<file path="src/bpsp_pkg.sv">
package bpsp_pkg;
   // register offsets
   localparam logic [7:0] BPSP_ADDR_BYTE_DATA = 8'h08;
   localparam logic [7:0] BPSP_ADDR_CTL_DATA  = 8'h09;
   localparam logic [7:0] BPSP_ADDR_BYTE_DIR  = 8'h88;
   localparam logic [7:0] BPSP_ADDR_SP_CS     = 8'h89;
   localparam logic [7:0] BPSP_ADDR_APC       = 8'h9F;
   // slave_port_control_status fields
   localparam int BPSP_IBF_BIT  = 7;
   localparam int BPSP_OBF_BIT  = 6;
   localparam int BPSP_OVF_BIT  = 5;
   localparam int BPSP_MODE_BIT = 4;
   localparam logic [2:0] BPSP_CTL_DIR_RST = 3'h7;
   localparam logic [7:0] BPSP_BYTE_DIR_RST = 8'hFF;
   localparam logic [7:0] BPSP_APC_RST      = 8'h00;
   localparam logic [7:0] BPSP_APC_MASK     = 8'h8F;
   localparam logic [7:0] BPSP_LATCH_RST    = 8'h00;
   // control pins are digital when field[3:1] matches this
   localparam logic [2:0] BPSP_APC_DIGITAL  = 3'h3;
   // control pin numbering
   localparam int BPSP_PIN_RD = 0;
   localparam int BPSP_PIN_WR = 1;
   localparam int BPSP_PIN_CS = 2;
   // instruction cycle phases: phase codes of q2 and q4
   localparam logic [1:0] BPSP_PH_Q2 = 2'h1;
   localparam logic [1:0] BPSP_PH_Q4 = 2'h3;
   // completion sequencer states
   typedef enum logic [1:0] {BPSP_IDLE, BPSP_WAIT_Q2, BPSP_WAIT_Q4}
      bpsp_done_t;
endpackage

</file>
<file path="src/bpsp_phase.sv">
`timescale 1ns/1ns
module bpsp_phase
   import bpsp_pkg::*;
(
   // clock and reset
   input  wire logic clk,
   input  wire logic rst_n,
   // phase enables, one clk each per instruction cycle
   output logic      q2_en,
   output logic      q4_en
);
   logic [1:0] ph_r;

   // free-running q1..q4 divider
   always_ff @(posedge clk or negedge rst_n) begin
      if (!rst_n) ph_r <= 2'h0;
      else        ph_r <= ph_r + 2'h1;
   end

   assign q2_en = (ph_r == BPSP_PH_Q2);
   assign q4_en = (ph_r == BPSP_PH_Q4);
endmodule

</file>
<file path="src/bpsp_sync.sv">
`timescale 1ns/1ns
module bpsp_sync
   import bpsp_pkg::*;
(
   // clock and reset
   input  wire logic       clk,
   input  wire logic       rst_n,
   // raw and synchronised strobes
   input  wire logic [2:0] raw,
   output logic      [2:0] synced
);
   logic [2:0] meta_r;

   // two flops; idle level of strobes is high
   always_ff @(posedge clk or negedge rst_n) begin
      if (!rst_n) begin
         meta_r <= 3'h7;
         synced <= 3'h7;
      end else begin
         meta_r <= raw;
         synced <= meta_r;
      end
   end
endmodule

</file>
<file path="src/bpsp_top.sv">
// Decided for this implementation: the strobed register port.
`timescale 1ns/1ns
module bpsp_top
   import bpsp_pkg::*;
(
   // clock and reset
   input  wire logic       clk,
   input  wire logic       rst_n,
   // register port
   input  wire logic [7:0] reg_addr,
   input  wire logic [7:0] reg_wdata,
   input  wire logic       reg_wr,
   input  wire logic       reg_rd,
   output logic      [7:0] reg_rdata,
   // byte port pins
   input  wire logic [7:0] byte_pin_in,
   output logic      [7:0] byte_pin_out,
   output logic      [7:0] byte_pin_oe_n,
   // control pins: read strobe, write strobe, chip select
   input  wire logic [2:0] ctl_pin_in,
   output logic      [2:0] ctl_pin_out,
   output logic      [2:0] ctl_pin_oe_n,
   // completion event for an external interrupt controller
   output logic            slave_port_interrupt_flag
);
   import bpsp_pkg::*;

   ////////////////////////////////////////////////////////////////////////
   // storage
   logic [7:0] out_latch_r;
   logic [7:0] in_latch_r;
   logic [7:0] byte_dir_r;
   logic [2:0] ctl_latch_r;
   logic [2:0] ctl_dir_r;
   logic       mode_r;
   logic       ibf_r;
   logic       obf_r;
   logic       ovf_r;
   logic [7:0] apc_r;
   logic [7:0] rdata_nxt;
   logic       wr_act_r;
   logic       rd_act_r;
   logic       done_r;
   bpsp_done_t done_st_r [2];
   logic [1:0] done_set;

   ////////////////////////////////////////////////////////////////////////
   // strobe synchronisation and phase enables
   logic [2:0] ctl_s;
   logic       q2_en;
   logic       q4_en;

   bpsp_sync u_sync (
      .clk    (clk),
      .rst_n  (rst_n),
      .raw    (ctl_pin_in),
      .synced (ctl_s)
   );

   bpsp_phase u_phase (
      .clk   (clk),
      .rst_n (rst_n),
      .q2_en (q2_en),
      .q4_en (q4_en)
   );

   ////////////////////////////////////////////////////////////////////////
   // decode
   wire sel_byte_data = (reg_addr == BPSP_ADDR_BYTE_DATA);
   wire sel_ctl_data  = (reg_addr == BPSP_ADDR_CTL_DATA);
   wire sel_byte_dir  = (reg_addr == BPSP_ADDR_BYTE_DIR);
   wire sel_sp_cs     = (reg_addr == BPSP_ADDR_SP_CS);
   wire sel_apc       = (reg_addr == BPSP_ADDR_APC);

   wire wr_byte_data  = reg_wr & sel_byte_data;
   wire rd_byte_data  = reg_rd & sel_byte_data;
   wire wr_sp_cs      = reg_wr & sel_sp_cs;

   // reset value of analog field leaves control pins analog
   wire ctl_digital = (apc_r[3:1] == BPSP_APC_DIGITAL);

   // slave access decode on synchronised levels
   wire cs_on   = mode_r & ~ctl_s[BPSP_PIN_CS];
   wire wr_on   = cs_on & ~ctl_s[BPSP_PIN_WR];
   wire rd_on   = cs_on & ~ctl_s[BPSP_PIN_RD];
   wire wr_beg  = wr_on & ~wr_act_r;
   wire wr_end  = ~wr_on & wr_act_r;
   wire rd_beg  = rd_on & ~rd_act_r;
   wire rd_end  = ~rd_on & rd_act_r;
   wire [1:0] end_evt = {rd_end, wr_end};

   ////////////////////////////////////////////////////////////////////////
   // byte port pins
   // read drive uses raw pins so the bus sees data without sync delay
   wire raw_read = mode_r & ~ctl_pin_in[BPSP_PIN_CS]
                 & ~ctl_pin_in[BPSP_PIN_RD];
   assign byte_pin_out  = out_latch_r;
   assign byte_pin_oe_n = mode_r ? {8{~raw_read}} : byte_dir_r;

   // control pins never driven in slave mode
   assign ctl_pin_out  = ctl_latch_r;
   assign ctl_pin_oe_n = mode_r ? 3'h7 : ctl_dir_r;

   ////////////////////////////////////////////////////////////////////////
   // read mux
   wire [7:0] byte_rd_val = mode_r ? in_latch_r : byte_pin_in;
   wire [2:0] ctl_rd_val  = ctl_digital ? ctl_pin_in : 3'h0;
   wire [7:0] sp_cs_val   = {ibf_r, obf_r, ovf_r, mode_r,
                             1'b0, ctl_dir_r};

   always_comb begin
      rdata_nxt = 8'h00;
      if (sel_byte_data)     rdata_nxt = byte_rd_val;
      else if (sel_ctl_data) rdata_nxt = {5'h00, ctl_rd_val};
      else if (sel_byte_dir) rdata_nxt = byte_dir_r;
      else if (sel_sp_cs)    rdata_nxt = sp_cs_val;
      else if (sel_apc)      rdata_nxt = apc_r;
   end

   // read data stands only in the cycle after the strobe
   always_ff @(posedge clk or negedge rst_n) begin
      if (!rst_n)      reg_rdata <= 8'h00;
      else if (reg_rd) reg_rdata <= rdata_nxt;
      else             reg_rdata <= 8'h00;
   end

   ////////////////////////////////////////////////////////////////////////
   // software-written configuration
   always_ff @(posedge clk or negedge rst_n) begin
      if (!rst_n) begin
         out_latch_r <= BPSP_LATCH_RST;
         byte_dir_r  <= BPSP_BYTE_DIR_RST;
         ctl_latch_r <= 3'h0;
         ctl_dir_r   <= BPSP_CTL_DIR_RST;
         mode_r      <= 1'b0;
         apc_r       <= BPSP_APC_RST;
      end else begin
         if (wr_byte_data) out_latch_r <= reg_wdata;
         if (reg_wr & sel_byte_dir) byte_dir_r <= reg_wdata;
         if (reg_wr & sel_ctl_data) ctl_latch_r <= reg_wdata[2:0];
         if (wr_sp_cs) begin
            mode_r    <= reg_wdata[BPSP_MODE_BIT];
            ctl_dir_r <= reg_wdata[2:0];
         end
         if (reg_wr & sel_apc) apc_r <= reg_wdata & BPSP_APC_MASK;
      end
   end

   ////////////////////////////////////////////////////////////////////////
   // slave access tracking and input latch
   // data keeps loading while the write is active, so the value
   // present when the synchronised strobe rises is the one held
   always_ff @(posedge clk or negedge rst_n) begin
      if (!rst_n) begin
         wr_act_r   <= 1'b0;
         rd_act_r   <= 1'b0;
         in_latch_r <= BPSP_LATCH_RST;
      end else begin
         wr_act_r <= wr_on;
         rd_act_r <= rd_on;
         if (wr_on) in_latch_r <= byte_pin_in;
      end
   end

   ////////////////////////////////////////////////////////////////////////
   // completion: q4 following the next q2 after an access ends
   genvar g;
   generate
      for (g = 0; g < 2; g++) begin : g_done
         always_ff @(posedge clk or negedge rst_n) begin
            if (!rst_n) begin
               done_st_r[g] <= BPSP_IDLE;
            end else begin
               case (done_st_r[g])
                  BPSP_IDLE: begin
                     if (end_evt[g]) done_st_r[g] <= BPSP_WAIT_Q2;
                  end
                  BPSP_WAIT_Q2: begin
                     if (q2_en) done_st_r[g] <= BPSP_WAIT_Q4;
                  end
                  BPSP_WAIT_Q4: begin
                     if (q4_en) done_st_r[g] <= BPSP_IDLE;
                  end
                  default: done_st_r[g] <= BPSP_IDLE;
               endcase
            end
         end
         assign done_set[g] = (done_st_r[g] == BPSP_WAIT_Q4) & q4_en;
      end
   endgenerate

   ////////////////////////////////////////////////////////////////////////
   // status flags; a hardware set always beats a same-cycle clear
   wire ibf_set = done_set[0] & mode_r;
   wire ibf_clr = rd_byte_data;
   wire obf_set = wr_byte_data;
   wire ovf_set = wr_beg & ibf_r;
   wire ovf_clr = wr_sp_cs & ~reg_wdata[BPSP_OVF_BIT];

   always_ff @(posedge clk or negedge rst_n) begin
      if (!rst_n) begin
         ibf_r <= 1'b0;
         obf_r <= 1'b0;
         ovf_r <= 1'b0;
      end else begin
         if (!mode_r)      ibf_r <= 1'b0;
         else if (ibf_set) ibf_r <= 1'b1;
         else if (ibf_clr) ibf_r <= 1'b0;
         // read start wins: the bus has already taken the byte
         if (!mode_r)      obf_r <= 1'b0;
         else if (rd_beg)  obf_r <= 1'b0;
         else if (obf_set) obf_r <= 1'b1;
         // overflow survives leaving slave mode only if that control/status write keeps bit 5 set
         if (ovf_set)      ovf_r <= 1'b1;
         else if (ovf_clr) ovf_r <= 1'b0;
      end
   end

   // one-cycle completion pulse for reads and writes
   always_ff @(posedge clk or negedge rst_n) begin
      if (!rst_n) done_r <= 1'b0;
      else        done_r <= |done_set;
   end
   assign slave_port_interrupt_flag = done_r;
endmodule

</file>
<file path="config.mk">
export PLATFORM = sky130hd
export DESIGN_NAME = bpsp_top
export DESIGN_NICKNAME = d
export VERILOG_FILES = /design/src/bpsp_pkg.sv /design/src/bpsp_phase.sv /design/src/bpsp_sync.sv /design/src/bpsp_top.sv
export SDC_FILE = /design/constraint.sdc
export NUM_CORES = 1
export LEC_CHECK = 0
export ABC_AREA = 1
export BUFFER_PORTS_ARGS = -buffer_cell sky130_fd_sc_hd__buf_2
export CORE_MARGIN = 3
export CORE_UTILIZATION = 55
export DETAILED_ROUTE_END_ITERATION = 6
export PLACE_DENSITY_LB_ADDON = 0.3
export SLEW_MARGIN = 25
export SYNTH_ARGS = -nofsm -noshare
export SYNTH_HDL_FRONTEND = slang
export SYNTH_SLANG_ARGS = --single-unit
</file>
<file path="constraint.sdc">
create_clock -name clk -period 2.3 [get_ports clk]
set_clock_uncertainty 0.15 [all_clocks]
set_input_delay 0.115 -clock clk [delete_from_list [all_inputs] [get_ports clk]]
set_output_delay 0.115 -clock clk [all_outputs]
set_load 0.02 [all_outputs]
</file>
### Word level (Yosys, flattened, before mapping)

Index checks and enable logic that the tools add are counted.

* register bits after elaboration: 62
* latch bits: 0
* bits in writable memories: 0
* bits in read-only memories: 0
* bits of input ports: 31
* output and inout bits: 31
* memories: 0

* add/sub/neg operators: 1
* multipliers: 0
* div/mod/pow operators: 0
* $lt $le $gt $ge: 0
* equal/unequal tests: 20
* shift-type cells: 0
* mux-type cells: 24
* bitwise logic cells: 31
* reductions and logical operators: 6

Operators by type and width (number)
* 8-bit 2-to-1 mux: 8
* 8-bit == test (second input constant): 3
* 1-bit AND: 20
* 8-bit by 4-bit == test with 1-bit output (second input constant): 2
* 2-bit inequality test (second input constant): 6
* 2-bit case mux with 3 select lines: 2
* 1-bit inverter: 11
* 1-bit 2-to-1 mux: 8
* 2-bit 2-to-1 mux: 4
* 2-bit by 1-bit == test with 1-bit output (second input constant): 3
* 2-bit == test (second input constant): 3
* 3-bit 2-to-1 mux: 2
* 3-bit by 1-bit inequality test with 1-bit output (second input constant): 2
* 3-bit AND reduction: 2
* 2-bit zero test: 2
* 3-bit by 2-bit == test with 1-bit output (second input constant): 1
* 2-bit by 1-bit adder with 2-bit output (second input constant): 1
* 2-bit nonzero test: 1
* 2-bit OR reduction: 1

### Depth between registers and ports, before layout

Gate-level depths: netlist of the first run.

* depth after elaboration: 7
* gate-level depth with buffers: 9
* mapped depth without buffers: 9

### By module

A second synthesis of the first run with hierarchy kept.

* cells, all modules: 336
* area, all modules: 2940.3 µm²

By module, submodules not included
* bpsp_top: instances 1, cells each 323, area an instance 2696.3 µm²
* bpsp_sync: instances 1, cells each 6, area an instance 157.7 µm²
* bpsp_phase: instances 1, cells each 7, area an instance 86.3 µm²

### Worst setup path before layout of the first run

No wires, ideal clock.

* path kind: reg-to-output
* start point: register mode_r
* end point: output byte_pin_oe_n[3]
* data arrival time: 1.057 ns
* data required time: 2.035 ns
* setup slack: 0.978 ns
* cell stages (with the launch flop): 3
* path through: dfrtp_1 > clkbuf_1 > o21ai_0

* longest elaborated chain between the ends: 4

Ends and longest elaborated chain
* from (decl): line bpsp_top.sv:35 `logic mode_r;`
* from (signal assigned): line bpsp_top.sv:142 `mode_r <= reg_wdata[BPSP_MODE_BIT];`
* 1-bit AND: line bpsp_top.sv:95 `wire raw_read = mode_r & ~ctl_pin_in[BPSP_PIN_CS]`
* 1-bit AND: line bpsp_top.sv:96 `& ~ctl_pin_in[BPSP_PIN_RD];`
* 1-bit inverter: line bpsp_top.sv:98 `assign byte_pin_oe_n = mode_r ? {8{~raw_read}} : byte_dir_r;`
* 8-bit 2-to-1 mux *: line bpsp_top.sv:98
* to (decl): line bpsp_top.sv:18 `output logic [7:0] byte_pin_oe_n,`

Mark *: on every way between the ends. The rest lies on a longest branch, timed or not.

### Final worst setup path of the first run

* start point: input ctl_pin_in[2]
* end point: output byte_pin_oe_n[6]

* longest elaborated chain between the ends: 5

Ends and longest elaborated chain
* from (decl): line bpsp_top.sv:20 `input wire logic [2:0] ctl_pin_in,`
* 1-bit inverter: line bpsp_top.sv:95
* 1-bit AND: line bpsp_top.sv:95
* 1-bit AND: line bpsp_top.sv:96
* 1-bit inverter: line bpsp_top.sv:98
* 8-bit 2-to-1 mux: line bpsp_top.sv:98

No other way between the ends.

==> run_results.csv, run 1 <==
group,metric,value,unit
critical_path,worstSetupPathType,"in -> out",
synthesis,synthSimpleGateAreaFrac,23.6,%
timing,final_hold_viol_count,0,
timing,period_minus_slack,1.91,ns
routing,wirelength,7000,µm
timing,setup_ws,0.385,ns
place,dpl-instance-area,3290,µm²
timing,fmax,0.522,GHz
timing,rsz0062_at_grt,"no",
synthesis,synth_ff_type,"dfrtp_1",
synthesis,syn_avg_cell_area,8.92,µm²
synthesis,synthArstFlopShare,100,%
global_route,grt.total_usage,24.9,%
routing,drt_iter0_drc,259,
final_layout,diodes,0,
critical_path,crit_fanout,8,
synthesis,ys_seq_area_share,53.9,%
synthesis,muxShareOfSynthArea,0,%
synthesis,yosysUniqueCellTypes,31,
synthesis,syn_area,2920,µm²
synthesis,synth.most_common_cell,"nand2_1",
timing,slew_viol_final,0,
critical_path,slowest_delay,0.54,ns
clock_network,cts_sinks,62,
clock_network,clock_latency,0.34,ns
synthesis,synth_top_area_share,38.6,%
clock_network,htreeDepth,3,
timing,max_slew_margin,52.8,%
synthesis,synth_xor_area_share,0,%
routing,via_per_inst,5.11,
power_and_ir_drop,leakagePower,2.01,nW
critical_path,cp_common_cell,"buf_2",
synthesis,yosys_warnings,0,
synthesis,ys_ff_latch,62,
power_and_ir_drop,ir_worst_vdd,0.548,mV
routing,ant_nets,0,
critical_path,cp_top_family,"buffers and inverters",
floorplan,die_x,78.8,µm
clock_network,cts_buffers,9,
timing,finalSetupViolCount,0,
timing,setup_tns,0,ns
synthesis,synth_top_family_by_area,"simple AND/OR/NAND/NOR gates",
timing,fin_crit_sh,83.3,%
global_route,grt_max_degree,33,
final_layout,fin_area,3730,µm²
power_and_ir_drop,p_per_area,696,nW/µm²
clock_network,cts_tree,"yes",
synthesis,yosys.area.top_type,"dfrtp_1",
floorplan,ioPinCount,62,
global_route,grt_overflow,0,
final_layout,drive_gt1_share,29.9,%
clock_network,clock_path_buffers,2,
floorplan,dieArea,6210,µm²
place,dp_hpwl,4860,µm
critical_path,startpoint_type,"input pin",
routing,detail_route.wl_per_cell,14.3,µm
clock_network,ctsResizeCount,0,
synthesis,syn-num-nets,360,
clock_network,cts_hold_buf,21,
place,post-place-ws,0.599,ns
global_route,grt_antenna_before_repair,0,
place,numPortBuffers,61,
synthesis,synthTopCellsByCount,"85 x nand2_1, 46 x inv_1, 45 x dfrtp_1",
critical_path,cp_cell_sequence,"dlygate4sd3_1, buf_2, o21ai_1, o21ai_0, buf_2",
final_layout,num-nets-final,449,
floorplan,die_y,78.8,µm
routing,drtPass1Iterations,5,
synthesis,yosys-top-cells-area,"dfrtp_1 39%, dfstp_2 15%, nand2_1 11%",
routing,post-route-drc-count,0,
global_route,grt_pass1_vias,2402,
final_layout,area_growth,27.8,%
final_layout,register_area,1570,µm²
final_layout,fill_cells,347,
clock_network,cts.reportedPaths.clkPinSlew,0.07,ns
critical_path,end_kind,"output port",
run,maxCapViolations,0,
floorplan,coreArea,4910,µm²
critical_path,required,2.04,ns
synthesis,synth_fa_ha_area_share,0.858,%
floorplan,start_util,59.4,%
critical_path,cp_slowest_cell,"dlygate4sd3_1",
clock_network,root_buffer,"clkbuf_8",
routing,vias,2493,
clock_network,cts_setup_buffers,0,
synthesis,syn_inst,327,
synthesis,synth_compound_area_share,13.9,%
floorplan,rows,25,
final_layout,multi_input_area,1120,µm²
synthesis,synth_edf_count,0,
place,gp_congestion,0.867,
min_path,hold_path.class,"in -> reg",
run_status,status,"finished clean",
critical_path,cp.buffers_inverters,3,
critical_path,arrival,1.65,ns
timing,worst_pin_slew,0.707,ns
global_route,grt_pass1_wl,11600,µm
worst paths after layout:
path,start,end,slack (ns),depth (start not counted)
worst max-delay path,ctl_pin_in[2],byte_pin_oe_n[6],0.39,5
worst min-delay path,reg_wr,byte_dir_r[6],0.04,3
worst max register to register,mode_r,in_latch_r[0],0.54,5
worst min register to register,u_sync.meta_r[2],u_sync.synced[2],0.21,0
max in group asynchronous,rst_n,byte_dir_r[0],1.11,3
min in group asynchronous,rst_n,reg_rdata[7],0.21,2
per-stage QoR:
| stage | util [%] | hold WS [ns] | total power [mW] | cells |
|---|---|---|---|---|
| after floorplan | - | -0.331 | 1.38 | 327 |
| after global placement | 67.1 | 0.0544 | 1.49 | 451 |
| after detailed placement | 67.1 | 0.0549 | 1.51 | 451 |
| after CTS | 75.9 | 0.0369 | 2.60 | 488 |
| after global routing | 75.9 | 0.0660 | 2.69 | 488 |
| final | 75.9 | 0.0444 | 2.59 | 488 |
logic make-up after synthesis:
group | count (synthesis)
AND/OR/NAND/NOR | 141
buffers and inverters | 55
AO/OA/AOI/OAI | 67
flip-flops | 62
adder cells (fa/ha/maj) | 2
metal layers:
metal / vias to the layer above / track usage, % / wire, µm
met1: 1168 / 33.5 / 3070
met2: 88 / 39.2 / 3380
met3: 11 / 5.44 / 441
met4: 0 / 10.3 / 115
li1: 1226 / - / -
met5: - / 0 / 0
where the power goes:
part,switching [mW],internal [mW]
clock,0.435,0.642
combinational,0.177,0.116
sequential,0.0486,1.18
tightest hold or removal path: cells and delay by family:
kind | cells | cell delay [ns]
buf+inv | 1 | 0.15
compound gates | 1 | 0.07
simple gates | 1 | 0.20
registers in the layout, summed over array words and instances, names as in the netlist, 3 cells and up:
name           flops
apc_r              5
byte_dir_r         8
byte_pin_out       8
ctl_dir_r          3
ctl_pin_out        3
done_st_r          4
in_latch_r         8
reg_rdata          8
u_sync.meta_r      3
u_sync.synced      3
layout by cell type, fill, tap and decap left out, types with 4 or more instances in the layout:
| cell type | Yosys | final |
|---|---|---|
| nor2_1 | 15 | 15 |
| o21ai_2 | 8 | 8 |
| nand3_1 | 20 | 20 |
| o21a_1 | 4 | 4 |
| o211ai_1 | 7 | 7 |
| nand2_2 | 7 | 7 |
| nand2_1 | 85 | 85 |
| buf_2 | 1 | 61 |
| clkbuf_8 | 0 | 10 |
| dfrtp_1 | 45 | 45 |
| nor2_4 | 4 | 4 |
| inv_1 | 46 | 46 |
| o21ai_1 | 4 | 4 |
| dlygate4sd3_1 | 0 | 21 |
| a21oi_1 | 4 | 4 |
| o21ai_0 | 35 | 35 |
| dfstp_2 | 17 | 17 |
cell type report:
cell class              instances  share of cell area (%)
inverters                      49                    4.97
well taps                      67                    2.25
flip-flops and latches         62                    42.2
multi-input cells             210                    30.0
clock buffers                  11                    3.79
repair buffers                 84                    14.6
clock inverters                 5                    2.18
Power figures use the tool's default switching activity.
==> run 2: changes to the inputs <==
Settings changed: CORE_UTILIZATION 55 to 49.
Clock period 2.3 ns to 1.54 ns, I/O delays scaled along.
==> run 2 against run 1 <==
Wire length increased by 0.24%. Critical endpoint is now ctl_pin_oe_n[1]. Via count increased by 2.0%. Sequential cell count unchanged. Sequential power increased by 50%. Sequential share of layout area decreased by 2.5 points. Critical path depth decreased by 2. Global-route usage decreased by 3.6 points. Power increased by 57%. Largest cell class unchanged. Critical path type is now reg -> out.
==> run_results.csv, run 2 (synthesis results as in run 1) <==
group,metric,value,unit
run_status,status,"finished clean",
timing,final_hold_viol_count,0,
run,maxCapViolations,0,
timing,finalSetupViolCount,0,
power_and_ir_drop,leakagePower,2.10,nW
power_and_ir_drop,power_frac_seq,44.8,%
place,post-place-ws,0.170,ns
min_path,hold_path.class,"in -> reg",
floorplan,coreArea,5640,µm²
floorplan,die_y,83.1,µm
timing,fin_crit_sh,99.8,%
final_layout,diodes,0,
routing,wirelength,7020,µm
place,dp_cells,462,
clock_network,root_buffer,"clkbuf_8",
timing,worst_pin_slew,0.483,ns
clock_network,clock_latency,0.35,ns
final_layout,layout_commonest_cell,"nand2_1",
routing,drtPass1Iterations,4,
routing,ant_nets,0,
critical_path,crit_fanout,7,
global_route,gr-usage-met3,4.86,%
timing,slew_viol_final,0,
routing,vias,2544,
timing,period_minus_slack,1.54,ns
power_and_ir_drop,p_sw,0.970,mW
final_layout,final_cell_mix,"84 x nand2_1, 53 x buf_2, 45 x inv_1, 44 x dfrtp_1, 33 x o21ai_0",
timing,rsz0062_at_grt,"yes",
clock_network,htreeDepth,3,
power_and_ir_drop,clockPowerShare,42.9,%
critical_path,startpoint_type,"register",
routing,post-route-drc-count,0,
global_route,met2_usage,36.9,%
global_route,grt_antenna_before_repair,0,
power_and_ir_drop,switching_share,23.8,%
global_route,grtUsageMet1,24.9,%
critical_path,required,1.31,ns
clock_network,cts.reportedPaths.clkPinSlew,0.07,ns
floorplan,start_util,51.7,%
final_layout,fin_area,3960,µm²
final_layout,num-nets-final,460,
global_route,grt_pass1_vias,2535,
routing,via_per_inst,5.05,
floorplan,die_x,83.1,µm
timing,fmax,0.650,GHz
place,numPortBuffers,61,
clock_network,cts_sinks,62,
floorplan,ioPinCount,62,
power_and_ir_drop,ir_worst_vdd,0.632,mV
routing,detail_route.wl_per_cell,13.9,µm
clock_network,cts_tree,"yes",
final_layout,layoutNonFillerInstCount,504,
critical_path,worstSetupPathType,"reg -> out",
clock_network,cts_buffers,9,
critical_path,arrival,1.31,ns
global_route,grt_max_degree,22,
place,dp_hpwl,4960,µm
final_layout,drive_gt1_share,32.4,%
place,gp_congestion,0.948,
global_route,grt_pass1_wl,11600,µm
routing,drt_iter0_drc,115,
timing,setup_tns,0,ns
final_layout,area_growth,35.9,%
power_and_ir_drop,p_per_area,1030,nW/µm²
timing,max_slew_margin,67.8,%
power_and_ir_drop,comb_power_share,12.3,%
final_layout,fin_util,70.2,%
global_route,grt.total_usage,21.3,%
place,dpl-instance-area,3360,µm²
clock_network,clock_path_buffers,2,
critical_path,end_kind,"output port",
global_route,grt_overflow,0,
floorplan,rows,27,
timing,setup_ws,0.00234,ns
power_and_ir_drop,p_int,3.10,mW
global_route,busiest_layer,"met2",
floorplan,dieArea,6910,µm²
run 2: changes by cell type in the layout (fill, tap and decap cells not counted), moves of 2 or more:
cell / delta
buf_4: +8
o21ai_0: -2
or2_4: +2
buf_12: +2
buf_2: -8
buf_6: +7
or2_2: -2
run 2: power groups by stage:
stage | combinational [mW] | sequential [mW] | clock [mW]
after global placement | 0.399 | 1.84 | 0
final | 0.500 | 1.83 | 1.75
after global routing | 0.555 | 1.84 | 1.87
after CTS | 0.492 | 1.82 | 1.78
after floorplan | 0.215 | 1.85 | 0
after detailed placement | 0.410 | 1.85 | 0
run 2: path summary, 6_finish.rpt:
| kind | from | endpoint | slack, ns | depth (start not counted) |
|---|---|---|---|---|
| setup / recovery | mode_r | ctl_pin_oe_n[1] | 0.002 | 3 |
| hold / removal | reg_wr | byte_dir_r[3] | 0.03 | 3 |
| setup reg to reg | mode_r | in_latch_r[7] | 0.06 | 6 |
| hold reg to reg | u_sync.meta_r[2] | u_sync.synced[2] | 0.21 | 0 |
| max in group asynchronous | rst_n | u_sync.meta_r[2] | 0.63 | 3 |
| min in group asynchronous | rst_n | u_phase.ph_r[0] | 0.07 | 2 |
run 2: area by class of cell:
cell class              instances  area (µm²)
fillers                       447        1680
inverters                      49         188
repair buffers                 95         724
clock buffers                  11         141
multi-input cells             210        1140
clock inverters                 5         106
well taps                      72        90.1
flip-flops and latches         62        1570
run 2: worst max-delay path, cell delays in order (launching register included):
cell	delay, ns
dfrtp_2	0.46
buf_6	0.15
or2_4	0.23
buf_6	0.13
run 2: what timing repair did:
item / CTS / global route
pin swaps: 2 / 0
resized for setup: 17 / 11
gates cloned: 1 / 0
endpoints found under the setup margin: 11 / 16
hold buffers: 22 / 0
buffers inserted: 2 / 1
hold endpoints to repair: 102 / 0
run 2: per-stage QoR:
stage	hold slack, ns	total power, mW
final	0.0282	4.07
after global routing	0.0445	4.26
after CTS	0.0142	4.10
after detailed placement	-0.0851	2.26
after global placement	-0.0895	2.24
after floorplan	-0.369	2.06
run 2: layer usage:
| layer | vias to the layer above | wire length (µm) |
|---|---|---|
| met5 | - | 0 |
| met4 | 0 | 159 |
| met3 | 13 | 316 |
| met2 | 74 | 3620 |
| met1 | 1215 | 2920 |
| li1 | 1242 | - |
==> run 3: changes to the inputs <==
Settings changed: CORE_ASPECT_RATIO set to 1.2.
Clock period 1.54 ns to 1.29 ns, I/O delays scaled along.
==> run 3 against run 2 <==
The flow now finishes with violations (negative setup slack). Critical path depth rose by 2. Register-to-register slack got worse by 0.13 ns. Core utilization rose by 2.5 points. Combinational power rose by 43%. Power rose by 13%. Count of clock-buffer cells in the layout rose by 1. Worst hold slack improved by 0.0085 ns. First-iteration DRC count rose by 48%. Sequential cell count did not move.
==> run_results.csv, run 3 (synthesis results as in run 1) <==
group,metric,value,unit
run_status,status,"complete, but fails checks",
run_status,violations,"negative setup slack",
run,maxCapViolations,0,
floorplan,dieArea,6910,µm²
final_layout,fill_cells,420,
final_layout,final_cell_mix,"67 x nand2_1, 50 x buf_2, 45 x dfrtp_1, 42 x inv_1",
critical_path,startpoint_type,"register",
routing,ant_nets,0,
clock_network,htreeDepth,3,
critical_path,end_kind,"output port",
timing,max_slew_margin,77.9,%
clock_network,cts_sinks,62,
routing,detail_route.wl_per_cell,14.7,µm
critical_path,startpoint,"mode_r",
timing,period_minus_slack,1.52,ns
global_route,met2_usage,37.6,%
floorplan,ioPinCount,62,
timing,setup_tns,-2.45,ns
timing,fin_crit_sh,118,%
global_route,gr-usage-met3,5.39,%
place,numPortBuffers,61,
power_and_ir_drop,p_int,3.38,mW
critical_path,r2r_cells,7,
final_layout,diodes,0,
routing,post-route-drc-count,0,
routing,drt_iter0_drc,170,
critical_path,reg2reg_to,"in_latch_r[6]",
final_layout,fin_area,4150,µm²
global_route,grt_antenna_before_repair,0,
final_layout,register_area,1570,µm²
place,dp_hpwl,4860,µm
clock_network,cts_buffers,9,
floorplan,coreArea,5710,µm²
critical_path,ff2ff_setup_slack,-0.07,ns
place,gp_congestion,0.916,
critical_path,r2r-start,"mode_r",
power_and_ir_drop,leakagePower,2.13,nW
power_and_ir_drop,clockPowerShare,36.6,%
global_route,grt_overflow,0,
critical_path,required,1.08,ns
global_route,busiest_layer,"met2",
floorplan,die_x,76.4,µm
place,dpl-instance-area,3390,µm²
power_and_ir_drop,power_frac_seq,47.9,%
final_layout,drive_gt1_share,41.5,%
floorplan,rows,30,
clock_network,cts.reportedPaths.clkPinSlew,0.07,ns
global_route,grt_pass1_vias,2725,
timing,setup_ws,-0.227,ns
critical_path,crit_fanout,8,
global_route,grt_pass1_wl,12300,µm
clock_network,cts_tree,"yes",
power_and_ir_drop,p_per_area,1110,nW/µm²
clock_network,root_buffer,"clkbuf_8",
timing,final_hold_viol_count,0,
power_and_ir_drop,p_sw,1.24,mW
timing,finalSetupViolCount,19,
min_path,hold_path.class,"in -> reg",
final_layout,layout_commonest_cell,"nand2_1",
routing,wirelength,7580,µm
timing,fmax,0.659,GHz
final_layout,multi_input_area,1290,µm²
global_route,grt.total_usage,22.3,%
global_route,grt_max_degree,63,
power_and_ir_drop,comb_power_share,15.5,%
floorplan,start_util,51.1,%
clock_network,clock_latency,0.33,ns
final_layout,num-nets-final,464,
timing,rsz0062_at_grt,"yes",
routing,drtPass1Iterations,4,
power_and_ir_drop,switching_share,26.9,%
critical_path,crit_end,"byte_pin_oe_n[6]",
critical_path,worstSetupPathType,"reg -> out",
floorplan,die_y,90.5,µm
critical_path,arrival,1.30,ns
timing,worst_pin_slew,0.332,ns
final_layout,area_growth,42.4,%
routing,vias,2593,
place,post-place-ws,-0.0474,ns
clock_network,clock_path_buffers,2,
power_and_ir_drop,ir_worst_vdd,0.647,mV
global_route,grtUsageMet1,26.9,%
timing,slew_viol_final,0,
routing,via_per_inst,5.03,
[run 3: changes by cell type in the layout (fill, tap and decap cells not counted), sizes merged]
cell and delta:
bufinv -2, dlygate4sd3 -1, bufbuf -1, clkbuf +3, buf +4, clkinv +1
[run 3: layout make-up]
| cell class | count | area share, % |
|---|---|---|
| Clock buffer | 12 | 3.50 |
| Clock inverter | 4 | 1.15 |
| Inverter | 49 | 4.52 |
| Multi-Input combinational cell | 210 | 31.0 |
| Sequential cell | 62 | 37.9 |
| Tap cell | 80 | 2.41 |
| Timing Repair Buffer | 99 | 19.5 |
[run 3: critical path, stage by stage, from the launching register on]
cell and delay (ns):
dfrtp_1 0.40, buf_6 0.14, o21ai_2 0.06, buf_6 0.17, o21ai_2 0.07, buf_6 0.13
[run 3: worst min-delay path by stage]
| stage | startpoint | endpoint | slack (ns) | cells past startpoint |
|---|---|---|---|---|
| finish | reg_wr | byte_dir_r[4] | 0.04 | 3 |
| CTS | ctl_pin_in[2] | reg_rdata[2] | 0.03 | 5 |
| global placement | rst_n | done_st_r[0] | -0.05 | 2 |
| detailed placement | rst_n | done_st_r[1] | -0.05 | 2 |
| global route | reg_wr | byte_dir_r[4] | 0.04 | 3 |
| floorplan | rst_n | apc_r[0] | -0.38 | 0 |
[run 3: through the flow]
step,util [%],total power [mW],hold slack (ns),cells
final,72.7,4.62,0.0366,516
after detailed placement,59.4,2.70,-0.0504,473
after CTS,69.4,4.48,0.0288,514
after global routing,72.7,4.80,0.0418,516
after floorplan,-,2.46,-0.381,327
after global placement,59.4,2.68,-0.0511,473
[run 3: power groups by stage]
stage | Combinational (mW) | Sequential [mW] | Clock [mW]
after floorplan | 0.256 | 2.21 | 0
after global placement | 0.477 | 2.20 | 0
after detailed placement | 0.491 | 2.20 | 0
after CTS | 0.624 | 2.17 | 1.69
after global routing | 0.783 | 2.23 | 1.79
final | 0.715 | 2.21 | 1.69
[run 3: metal layers]
metal  wire length (µm)  part of all wire [%]
met2               3930                    52
met3                406                   5.4
met1               3050                    40
met5                  0                     0
met4                195                   2.6
[run 3: repair_timing]
| action | 4_1_cts | 5_1_grt |
|---|---|---|
| hold buffers | 21 | 0 |
| pin swaps | 1 | 14 |
| endpoints found under the setup margin | 12 | 31 |
| gates cloned | 0 | 2 |
| buffers inserted | 4 | 1 |
| hold endpoints to repair | 110 | 0 |
| gates resized for setup | 54 | 43 |
